[src/verilog/usb_cfg_pkg.sv]
/*
 * Constants for the USB function configuration and legacy keyboard trap block:
 * configuration offsets, field positions, reset values and keyboard port codes.
 * Assumes byte offsets into configuration space, reached as aligned dwords.
 */
package usb_cfg_pkg;

	// ------------------------------------------------------------
	// configuration offsets (byte addresses)
	// ------------------------------------------------------------
	localparam logic [7:0] BASE_OFS = 8'h20;
	localparam logic [7:0] ILINE_OFS = 8'h3C;
	localparam logic [7:0] IPIN_OFS = 8'h3D;
	localparam logic [7:0] REL_OFS = 8'h60;
	localparam logic [7:0] MISC_OFS = 8'h6A;
	localparam logic [7:0] LEG_OFS = 8'hC0;

	// ------------------------------------------------------------
	// reset and fixed values
	// ------------------------------------------------------------
	localparam logic [7:0] ILINE_RST = 8'h00;
	localparam logic [7:0] IPIN_VAL = 8'h04;
	localparam logic [7:0] REL_PRE_ONE = 8'h00;
	localparam logic [7:0] REL_ONE = 8'h10;
	localparam logic [10:0] BASE_RST = 11'h000;
	localparam logic MISC_CLK_RST = 1'b1;
	localparam logic [15:0] LEG_RST = 16'h2000;

	// ------------------------------------------------------------
	// field positions and masks
	// ------------------------------------------------------------
	localparam int BASE_LSB = 5;
	localparam int BASE_MSB = 15;
	localparam int BASE_KIND_BIT = 0;
	localparam int MISC_CLK_BIT = 0;
	localparam int LEG_END = 15;
	localparam int LEG_ROUTE = 13;
	localparam int LEG_USB_ACT = 12;
	localparam int LEG_SMI_END_EN = 7;
	localparam int LEG_BUSY = 6;
	localparam int LEG_PT_EN = 5;
	localparam int LEG_USB_SMI_EN = 4;
	localparam int LEG_TRAP_LSB = 8;
	localparam logic [15:0] LEG_CTL_MASK = 16'h20BF;
	localparam logic [15:0] LEG_W1C_MASK = 16'h8F00;

	// ------------------------------------------------------------
	// keyboard controller ports and sequence codes
	// ------------------------------------------------------------
	localparam logic [15:0] CMD_PORT = 16'h0064;
	localparam logic [15:0] DATA_PORT = 16'h0060;
	localparam logic [7:0] CMD_GATE = 8'hD1;
	localparam logic [7:0] CMD_END = 8'hFF;
	localparam int GATE_DATA_BIT = 1;

	function automatic logic [5:0] cfg_dw(input logic [7:0] a);
		return a[7:2];
	endfunction : cfg_dw

	function automatic logic [4:0] lane_sh(input logic [7:0] a);
		return {a[1:0], 3'b000};
	endfunction : lane_sh

endpackage : usb_cfg_pkg

[src/verilog/passthru_if.sv]
/*
 * Carries keyboard port accesses to the gate pass-through tracker and its verdict back.
 * Assumes both ends run on the same clock.
 */
`timescale 1ns/1ns
interface passthru_if;
	logic acc;
	logic wr;
	logic is_cmd;
	logic is_data;
	logic [7:0] wdata;
	logic enable;
	logic absorb;
	logic busy;
	logic done;
	logic gate;

	modport owner (output acc, wr, is_cmd, is_data, wdata, enable,
		input absorb, busy, done, gate);
	modport tracker (input acc, wr, is_cmd, is_data, wdata, enable,
		output absorb, busy, done, gate);
endinterface : passthru_if

[src/verilog/passthru_tracker.sv]
/*
 * Follows the address-line-20 gate pass-through command sequence on the keyboard ports.
 * Assumes accesses arrive as single-cycle strobes qualified by the clock enable.
 */
`timescale 1ns/1ns
module passthru_tracker
	import usb_cfg_pkg::*;
(
	// clock and reset
	input wire logic i_clk,
	input wire logic i_rst,
	input wire logic i_ce,
	// sequence traffic
	passthru_if.tracker pt
);

	// ------------------------------------------------------------
	// sequence state
	// ------------------------------------------------------------
	typedef enum logic [2:0] {
		ST_IDLE = 3'b001,
		ST_CMD = 3'b010,
		ST_DATA = 3'b100
	} pt_state_t;

	pt_state_t st_r, st_nxt;
	logic gate_r, gate_nxt;
	logic done_r, done_nxt;
	logic cmd_w, cmd_r, data_w;

	assign cmd_w = pt.acc && pt.wr && pt.is_cmd;
	assign cmd_r = pt.acc && !pt.wr && pt.is_cmd;
	assign data_w = pt.acc && pt.wr && pt.is_data;

	always_comb
	begin
		st_nxt = st_r;
		gate_nxt = gate_r;
		done_nxt = 1'b0;
		pt.absorb = 1'b0;
		if (!pt.enable)
		begin
			st_nxt = ST_IDLE;
		end
		else if (pt.acc && (pt.is_cmd || pt.is_data))
		begin
			// any access off the expected path drops back to plain trapping
			st_nxt = ST_IDLE;
			unique case (st_r)
				ST_IDLE:
				begin
					if (cmd_w && pt.wdata == CMD_GATE)
					begin
						st_nxt = ST_CMD;
						pt.absorb = 1'b1;
					end
				end
				ST_CMD:
				begin
					if (cmd_w && pt.wdata == CMD_GATE)
					begin
						st_nxt = ST_CMD;
						pt.absorb = 1'b1;
					end
					else if (data_w)
					begin
						st_nxt = ST_DATA;
						gate_nxt = pt.wdata[GATE_DATA_BIT];
						pt.absorb = 1'b1;
					end
				end
				ST_DATA:
				begin
					if (cmd_r)
					begin
						st_nxt = ST_DATA;
						pt.absorb = 1'b1;
					end
					else if (cmd_w && pt.wdata == CMD_END)
					begin
						pt.absorb = 1'b1;
						done_nxt = 1'b1;
					end
				end
				default:
				begin
					st_nxt = ST_IDLE;
				end
			endcase
		end
	end

	always_ff @(posedge i_clk)
	begin
		if (i_rst)
		begin
			st_r <= ST_IDLE;
			gate_r <= 1'b0;
			done_r <= 1'b0;
		end
		else if (i_ce)
		begin
			st_r <= st_nxt;
			gate_r <= gate_nxt;
			done_r <= done_nxt;
		end
	end

	assign pt.busy = (st_r != ST_IDLE);
	assign pt.done = done_r;
	assign pt.gate = gate_r;
endmodule : passthru_tracker

[src/verilog/usb_function_config.sv]
/*
 * Configuration registers of the USB host function and its legacy keyboard trap logic.
 * Assumes a configuration-cycle port with byte address (bits 7..2 pick the dword) and byte enables, and an
 * I/O strobe port on which keyboard accesses and window decoding are seen.
 */
`timescale 1ns/1ns

module usb_function_config
	import usb_cfg_pkg::*;
#(
	parameter logic [7:0] SPEC_RELEASE = REL_PRE_ONE
)
(
	// clock, reset, enable
	input wire logic i_clk,
	input wire logic i_rst,
	input wire logic i_ce,
	// configuration cycles
	input wire logic i_cfg_wr,
	input wire logic i_cfg_rd,
	input wire logic [7:0] i_cfg_addr,
	input wire logic [3:0] i_cfg_be,
	input wire logic [31:0] i_cfg_wdata,
	output logic [31:0] o_cfg_rdata,
	// I/O cycles
	input wire logic i_io_valid,
	input wire logic i_io_wr,
	input wire logic [15:0] i_io_addr,
	input wire logic [7:0] i_io_wdata,
	output logic o_usb_win_hit,
	output logic o_io_trap,
	// interrupts and side outputs
	input wire logic i_usb_irq,
	input wire logic i_shared_pci_irq_fourth,
	output logic o_shared_pci_irq_fourth,
	output logic o_sys_mgmt_irq_n,
	output logic o_usb_clk_48m_sel,
	output logic o_addr_line20_gate
);

	// ------------------------------------------------------------
	// state
	// ------------------------------------------------------------
	passthru_if pv ();

	logic [10:0] base_r, base_nxt;
	logic [7:0] iline_r, iline_nxt;
	logic clk_sel_r, clk_sel_nxt;
	logic [15:0] ctl_r, ctl_nxt;
	logic [15:0] sticky_r, sticky_nxt;
	logic [31:0] rdata_r, rdata_nxt;
	logic [2:0] pin_sh_r, pin_sh_nxt;
	logic pin_r, pin_nxt;
	logic pirq_r, pirq_nxt;
	logic smi_r, smi_nxt;

	logic [5:0] dw;
	logic [15:0] leg_wm;
	logic [15:0] leg_set;
	logic [3:0] trap_ev;
	logic is_cmd, is_data, kb_acc;
	logic [31:0] rd_mux;

	// ------------------------------------------------------------
	// decode
	// ------------------------------------------------------------
	assign dw = cfg_dw(i_cfg_addr);
	assign is_cmd = (i_io_addr == CMD_PORT);
	assign is_data = (i_io_addr == DATA_PORT);
	assign kb_acc = i_io_valid && (is_cmd || is_data);

	// only accesses the tracker did not claim count as traps
	assign trap_ev = {4{kb_acc && !pv.absorb}} & {
		i_io_wr && is_cmd, !i_io_wr && is_cmd, i_io_wr && is_data, !i_io_wr && is_data};

	assign pv.acc = i_io_valid && i_ce;
	assign pv.wr = i_io_wr;
	assign pv.is_cmd = is_cmd;
	assign pv.is_data = is_data;
	assign pv.wdata = i_io_wdata;
	assign pv.enable = ctl_r[LEG_PT_EN];

	passthru_tracker u_tracker (
		.i_clk(i_clk),
		.i_rst(i_rst),
		.i_ce(i_ce),
		.pt(pv)
	);

	// ------------------------------------------------------------
	// read data
	// ------------------------------------------------------------
	always_comb
	begin
		rd_mux = 32'h0000_0000;
		if (dw == cfg_dw(BASE_OFS))
		begin
			// upper half and bits 4..1 stay zero, bit 0 marks I/O space
			rd_mux[BASE_MSB:BASE_LSB] = base_r;
			rd_mux[BASE_KIND_BIT] = 1'b1;
		end
		else if (dw == cfg_dw(ILINE_OFS))
		begin
			rd_mux = (32'(iline_r) << lane_sh(ILINE_OFS))
				| (32'(IPIN_VAL) << lane_sh(IPIN_OFS));
		end
		else if (dw == cfg_dw(REL_OFS))
		begin
			rd_mux = 32'(SPEC_RELEASE) << lane_sh(REL_OFS);
		end
		else if (dw == cfg_dw(MISC_OFS))
		begin
			rd_mux = 32'(clk_sel_r) << lane_sh(MISC_OFS);
		end
		else if (dw == cfg_dw(LEG_OFS))
		begin
			rd_mux[15:0] = (ctl_r & LEG_CTL_MASK) | sticky_r;
			rd_mux[LEG_USB_ACT] = i_usb_irq;
			rd_mux[LEG_BUSY] = pv.busy;
		end
	end

	// ------------------------------------------------------------
	// next state
	// ------------------------------------------------------------
	always_comb
	begin
		base_nxt = base_r;
		iline_nxt = iline_r;
		clk_sel_nxt = clk_sel_r;
		ctl_nxt = ctl_r;
		leg_wm = 16'h0000;
		if (i_cfg_wr && dw == cfg_dw(BASE_OFS))
		begin
			if (i_cfg_be[0])
			begin
				base_nxt[2:0] = i_cfg_wdata[7:BASE_LSB];
			end
			if (i_cfg_be[1])
			begin
				base_nxt[10:3] = i_cfg_wdata[BASE_MSB:8];
			end
		end
		if (i_cfg_wr && dw == cfg_dw(ILINE_OFS) && i_cfg_be[ILINE_OFS[1:0]])
		begin
			iline_nxt = 8'(i_cfg_wdata >> lane_sh(ILINE_OFS));
		end
		if (i_cfg_wr && dw == cfg_dw(MISC_OFS) && i_cfg_be[MISC_OFS[1:0]])
		begin
			clk_sel_nxt = i_cfg_wdata[32'(lane_sh(MISC_OFS)) + MISC_CLK_BIT];
		end
		if (i_cfg_wr && dw == cfg_dw(LEG_OFS))
		begin
			leg_wm = {{8{i_cfg_be[1]}}, {8{i_cfg_be[0]}}};
		end
		ctl_nxt = (ctl_r & ~(leg_wm & LEG_CTL_MASK))
			| (i_cfg_wdata[15:0] & leg_wm & LEG_CTL_MASK);

		// a flag raised in the same cycle as its clear survives
		leg_set = 16'h0000;
		leg_set[LEG_END] = pv.done;
		leg_set[LEG_TRAP_LSB +: 4] = trap_ev;
		sticky_nxt = (sticky_r & ~(i_cfg_wdata[15:0] & leg_wm & LEG_W1C_MASK)) | leg_set;

		rdata_nxt = i_cfg_rd ? rd_mux : rdata_r;

		// raw pin only feeds the next stage; value moves once stages 2 and 3 agree
		pin_sh_nxt = {pin_sh_r[1:0], i_shared_pci_irq_fourth};
		pin_nxt = (pin_sh_r[1] == pin_sh_r[2]) ? pin_sh_r[2] : pin_r;
		pirq_nxt = pin_r | (i_usb_irq & ctl_r[LEG_ROUTE]);

		// held off while a sequence runs so a mid-sequence USB event is served later
		smi_nxt = !pv.busy && |({sticky_r[LEG_END], i_usb_irq, sticky_r[11:8]}
			& {ctl_r[LEG_SMI_END_EN], ctl_r[LEG_USB_SMI_EN], ctl_r[3:0]});
	end

	always_ff @(posedge i_clk)
	begin
		if (i_rst)
		begin
			base_r <= BASE_RST;
			iline_r <= ILINE_RST;
			clk_sel_r <= MISC_CLK_RST;
			ctl_r <= LEG_RST;
			sticky_r <= 16'h0000;
			rdata_r <= 32'h0000_0000;
			pin_sh_r <= 3'h0;
			pin_r <= 1'b0;
			pirq_r <= 1'b0;
			smi_r <= 1'b0;
		end
		else if (i_ce)
		begin
			base_r <= base_nxt;
			iline_r <= iline_nxt;
			clk_sel_r <= clk_sel_nxt;
			ctl_r <= ctl_nxt;
			sticky_r <= sticky_nxt;
			rdata_r <= rdata_nxt;
			pin_sh_r <= pin_sh_nxt;
			pin_r <= pin_nxt;
			pirq_r <= pirq_nxt;
			smi_r <= smi_nxt;
		end
	end

	// ------------------------------------------------------------
	// outputs
	// ------------------------------------------------------------
	assign o_cfg_rdata = rdata_r;
	assign o_usb_win_hit = i_io_valid && (i_io_addr[BASE_MSB:BASE_LSB] == base_r);
	assign o_io_trap = |(trap_ev & ctl_r[3:0]);
	assign o_shared_pci_irq_fourth = pirq_r;
	assign o_sys_mgmt_irq_n = !smi_r;
	assign o_usb_clk_48m_sel = clk_sel_r;
	assign o_addr_line20_gate = pv.gate;

	// ------------------------------------------------------------
	// checks
	// ------------------------------------------------------------
	// write-data bit that lands in the clock select, for the check below
	logic misc_wbit;
	assign misc_wbit = i_cfg_wdata[32'(lane_sh(MISC_OFS)) + MISC_CLK_BIT];
endmodule : usb_function_config

[config.mk]
export PLATFORM = sky130hd
export DESIGN_NAME = usb_function_config
export DESIGN_NICKNAME = d
export VERILOG_FILES = /design/src/verilog/usb_cfg_pkg.sv /design/src/verilog/passthru_if.sv /design/src/verilog/passthru_tracker.sv /design/src/verilog/usb_function_config.sv
export SDC_FILE = /design/constraint.sdc
export NUM_CORES = 1
export LEC_CHECK = 0
export ABC_AREA = 1
export BUFFER_PORTS_ARGS = -buffer_cell sky130_fd_sc_hd__buf_2
export CAP_MARGIN = 15
export CELL_PAD_IN_SITES_DETAIL_PLACEMENT = 0
export CELL_PAD_IN_SITES_GLOBAL_PLACEMENT = 1
export CORE_ASPECT_RATIO = 0.5
export CORE_MARGIN = 4
export CORE_UTILIZATION = 37
export DETAILED_ROUTE_END_ITERATION = 10
export MAX_ROUTING_LAYER = met4
export PLACE_DENSITY = 0.89
export RECOVER_POWER = 50
export SETUP_SLACK_MARGIN = 0.4
export SLEW_MARGIN = 20
export SYNTH_ARGS = -nofsm -noshare
export SYNTH_HDL_FRONTEND = slang
export SYNTH_SLANG_ARGS = --single-unit
[constraint.sdc]
create_clock -name i_clk -period 2.6 [get_ports i_clk]
set_input_delay 0.13 -clock i_clk [delete_from_list [all_inputs] [get_ports i_clk]]
set_output_delay 0.13 -clock i_clk [all_outputs]
set_load 0.02 [all_outputs]
==> results.cfg <==
[min_path]
hold_depth = 3
holdCritPathClass = input port to flop
worst_hold_startpoint = i_shared_pci_irq_fourth
worst_hold_path.endpoint = pin_sh_r[0]

[die]
starting_density_of_the_core = 0.386
die_x_um = 138
std_cell_rows = 23
die-height_um = 73.2
die-area_um2 = 10100
core_um2 = 8140
io_pins = 115

[yosys]
ys.flop_type = sky130_fd_sc_hd__dfxtp_1
synth.lib_cells_used.distinct = 39
netlist_area_um2 = 3150
synth_edf_count = 0
synthesis.yosys.warnings = 0
synth_seq_area_share = 0.388
gate_count_of_the_mapped_netlist = 443
async_set_or_reset_flop_fraction_in_the_synthesized_netlist = 0
yosys_register_bits = 61
postSynthAreaPerCell_um2 = 7.10

[clocking]
tritoncts = built
clk_latency_ns = 0.33
max-clock-path-buffers = 2
cts.clk_slew.worst_paths_ns = 0.05
cts.root.buffer_cell = sky130_fd_sc_hd__clkbuf_16
post-cts-setup-buffer-count = 0
tritoncts_num_sinks = 61
htree_num_levels = 3
tritoncts.num_buffers = 9

[sta]
finalWorstPathRequiredPeriod_ns = 2.09
final_min_period_over_clock_period = 0.804
timing_max_transition_violations_final = 0
setup-tns-final_ns = 0
final-setup-viol-count = 0
worst_clock_skew_ns = 0.00586
timing.max_slew.rel_slack = 0.424
achievable-frequency_mhz = 478
tightest_pin_transition_ns = 0.865
final_hold_viol_count = 0
rsz0062_at_grt = false

[cells_and_area]
antenna_cells = 0
area_growth_pct = 24.0
layout.nets = 598
n_fill_cell = 862
final_cell_area_um2 = 3900
fin_cells = 638
layout-drive-gt1-share = 0.200

[placement]
hpwlAfterDp_um = 6670
io_buffer_count = 81
placedCellCount = 622
gpl.final_weighted_congestion = 0.841
post_dp_cell_area_um2 = 3570

[critical_path]
endpoint_kind_of_the_worst_setup_timing_path = primary output
cp_max_fo = 19
critical-path-max-stage-delay_ns = 0.62
critPathTopFamily = buffers and inverters
crit_type = input port to primary output
worstReg2RegEnd = sticky_r[8]
reg_to_reg_startpoint = u_tracker.st_r[1]
critPathArrivalTime_ns = 1.96
worstPathCellList = clkbuf_1 > nand2_1 > nor2_1 > nand3_1 > inv_1 > nand3_1 > nand3_2 > nand2_4 > nand4_1 > nand2_1 > inv_1 > nand2_1 > buf_2
critPathMostFrequentCell = sky130_fd_sc_hd__nand2_1
wp_buf_inv = 4
worst_path_max_delay_cell = sky130_fd_sc_hd__clkbuf_1
startpoint_type = input port
critical_path_required_ns = 2.47
worst-r2r-cell-count = 8
r2r_setup_slack_ns = 1.05

[power]
p_sw_mw = 0.574
p_seq_frac = 0.375
clkPwrFrac = 0.544
netSwitchingFraction = 0.224
vdd.ir_drop.worst_mv = 0.301
power_frac_comb = 0.081
power.internal_mw = 1.99
power_density_over_the_cells_nw_per_um2 = 656
p_total_mw = 2.56
static-leakage-power_nw = 1.60

[drt]
routed_via_density = 4.90
firstDrtPassIters = 5
ant_nets = 0
wl_per_cell_um = 13.9
remaining_drc_errors = 0
routed_wl_um = 8860
dr.first_iter.drc_count = 219
routed-via-count = 3128

[global_route]
grt_pass1_vias = 2853
global_route.overflow_total = 0
grt_start_max_net_pins = 37
number_of_antenna_violations_at_the_first_check_in_global_routing = 0
grtUsageTotal = 0.179
first_pass_grt_wire_length_um = 13800

[flow_run]
max_cap_viols = 0

[status]
run_status = complete, no violations
[cell families after synthesis]
group,share of synthesized area
compound gates,0.227
xor+xnor,0.00557
buf+inv,0.130
flops,0.388
other cells,0.00119
simple gates,0.248
[layout by cell type (no fill, tap or decap), types with 15 or more instances in the layout]
master,synthesis,routed
sky130_fd_sc_hd__buf_2,4,58
sky130_fd_sc_hd__nand2_1,68,68
sky130_fd_sc_hd__inv_1,52,52
sky130_fd_sc_hd__clkbuf_1,10,24
sky130_fd_sc_hd__nand3_1,19,18
sky130_fd_sc_hd__conb_1,1,15
sky130_fd_sc_hd__o21ai_0,50,50
sky130_fd_sc_hd__nor2_1,41,41
sky130_fd_sc_hd__dfxtp_1,61,61
sky130_fd_sc_hd__a21oi_1,46,46
[worst max path at each step]
stage	from	to	slack, ns	cells past startpoint
after floorplan	u_tracker.st_r[0]	o_io_trap	1.16	10
after global placement	i_ce	o_cfg_rdata[5]	0.77	6
after detailed placement	i_ce	o_cfg_rdata[5]	0.76	6
after CTS	u_tracker.st_r[1]	o_io_trap	0.49	11
after global routing	i_ce	o_io_trap	0.29	13
final	i_ce	o_io_trap	0.51	13
[worst reg2reg max path: stages, from the launching register on]
cell	delay (ns)
sky130_fd_sc_hd__dfxtp_1	0.41
sky130_fd_sc_hd__inv_1	0.10
sky130_fd_sc_hd__nand3_2	0.15
sky130_fd_sc_hd__nand2_1	0.14
sky130_fd_sc_hd__o21ai_2	0.20
sky130_fd_sc_hd__nor2_4	0.07
sky130_fd_sc_hd__nand2_4	0.10
sky130_fd_sc_hd__nand4_1	0.10
sky130_fd_sc_hd__a21oi_1	0.20
[cell type report]
cell class	instances	area [µm²]	area share
Clock buffer	11	243	0.0622
Clock inverter	5	108	0.0276
Inverter	57	214	0.0548
Multi-Input combinational cell	308	1580	0.405
Sequential cell	61	1220	0.313
Tap cell	112	140	0.0359
Timing Repair Buffer	84	397	0.102
[what timing repair did]
item                                    in CTS  in global routing
hold buffers                                 0                  0
endpoints found under the setup margin       0                  1
resized for setup                            0                  2
hold endpoints to repair                     0                  0
[synth_stat cells (2+ instances only)]
cell,n,area share
sky130_fd_sc_hd__nor3_2,2,0.0064
sky130_fd_sc_hd__nand3_1,19,0.030
sky130_fd_sc_hd__dfxtp_1,61,0.39
sky130_fd_sc_hd__o221ai_1,3,0.0084
sky130_fd_sc_hd__nor3_1,2,0.0032
sky130_fd_sc_hd__nor2_2,5,0.0099
sky130_fd_sc_hd__nand2_4,2,0.0072
sky130_fd_sc_hd__a221oi_1,4,0.011
sky130_fd_sc_hd__o21ai_2,2,0.0056
sky130_fd_sc_hd__nor4_1,2,0.0040
sky130_fd_sc_hd__nor2_1,41,0.049
sky130_fd_sc_hd__o22ai_1,3,0.0060
sky130_fd_sc_hd__nand4_1,9,0.018
sky130_fd_sc_hd__inv_2,3,0.0036
sky130_fd_sc_hd__nand3_2,3,0.0095
sky130_fd_sc_hd__clkinv_1,2,0.0024
sky130_fd_sc_hd__clkbuf_1,10,0.012
sky130_fd_sc_hd__nor2_4,3,0.011
sky130_fd_sc_hd__a21oi_1,46,0.073
sky130_fd_sc_hd__buf_2,4,0.0064
sky130_fd_sc_hd__o21ai_1,4,0.0064
sky130_fd_sc_hd__o211ai_1,9,0.021
sky130_fd_sc_hd__o21ai_0,50,0.080
sky130_fd_sc_hd__nand2_2,6,0.012
sky130_fd_sc_hd__buf_4,15,0.036
sky130_fd_sc_hd__xnor2_1,2,0.0056
sky130_fd_sc_hd__inv_1,52,0.062
sky130_fd_sc_hd__nand2_1,68,0.081
[through the flow]
step	setup WS [ns]	hold slack (ns)	util
after floorplan	1.16	0.265	-
after global placement	0.766	0.359	0.438
after detailed placement	0.764	0.374	0.438
after CTS	0.488	0.0342	0.481
after global routing	0.291	0.0508	0.479
final	0.509	0.0452	0.479
[routing by layer]
layer / GRT usage / vias to the layer above / part of all wire
li1: - / 1609 / -
met1: 0.240 / 1401 / 0.49
met2: 0.271 / 112 / 0.43
met3: 0.0432 / 6 / 0.070
met4: 0.0504 / 0 / 0.0058
met5: - / - / 0
[power groups by stage]
stage | Clock [mW] | Combinational, mW | Sequential (mW)
4_1_cts | 1.41 | 0.210 | 0.960
5_1_grt | 1.46 | 0.231 | 0.963
3_3_place_gp | 0 | 0.208 | 0.980
6_report | 1.39 | 0.207 | 0.961
3_5_place_dp | 0 | 0.209 | 0.980
2_1_floorplan | 0 | 0.124 | 0.993
No activity file was read; power rests on OpenSTA's default activity.
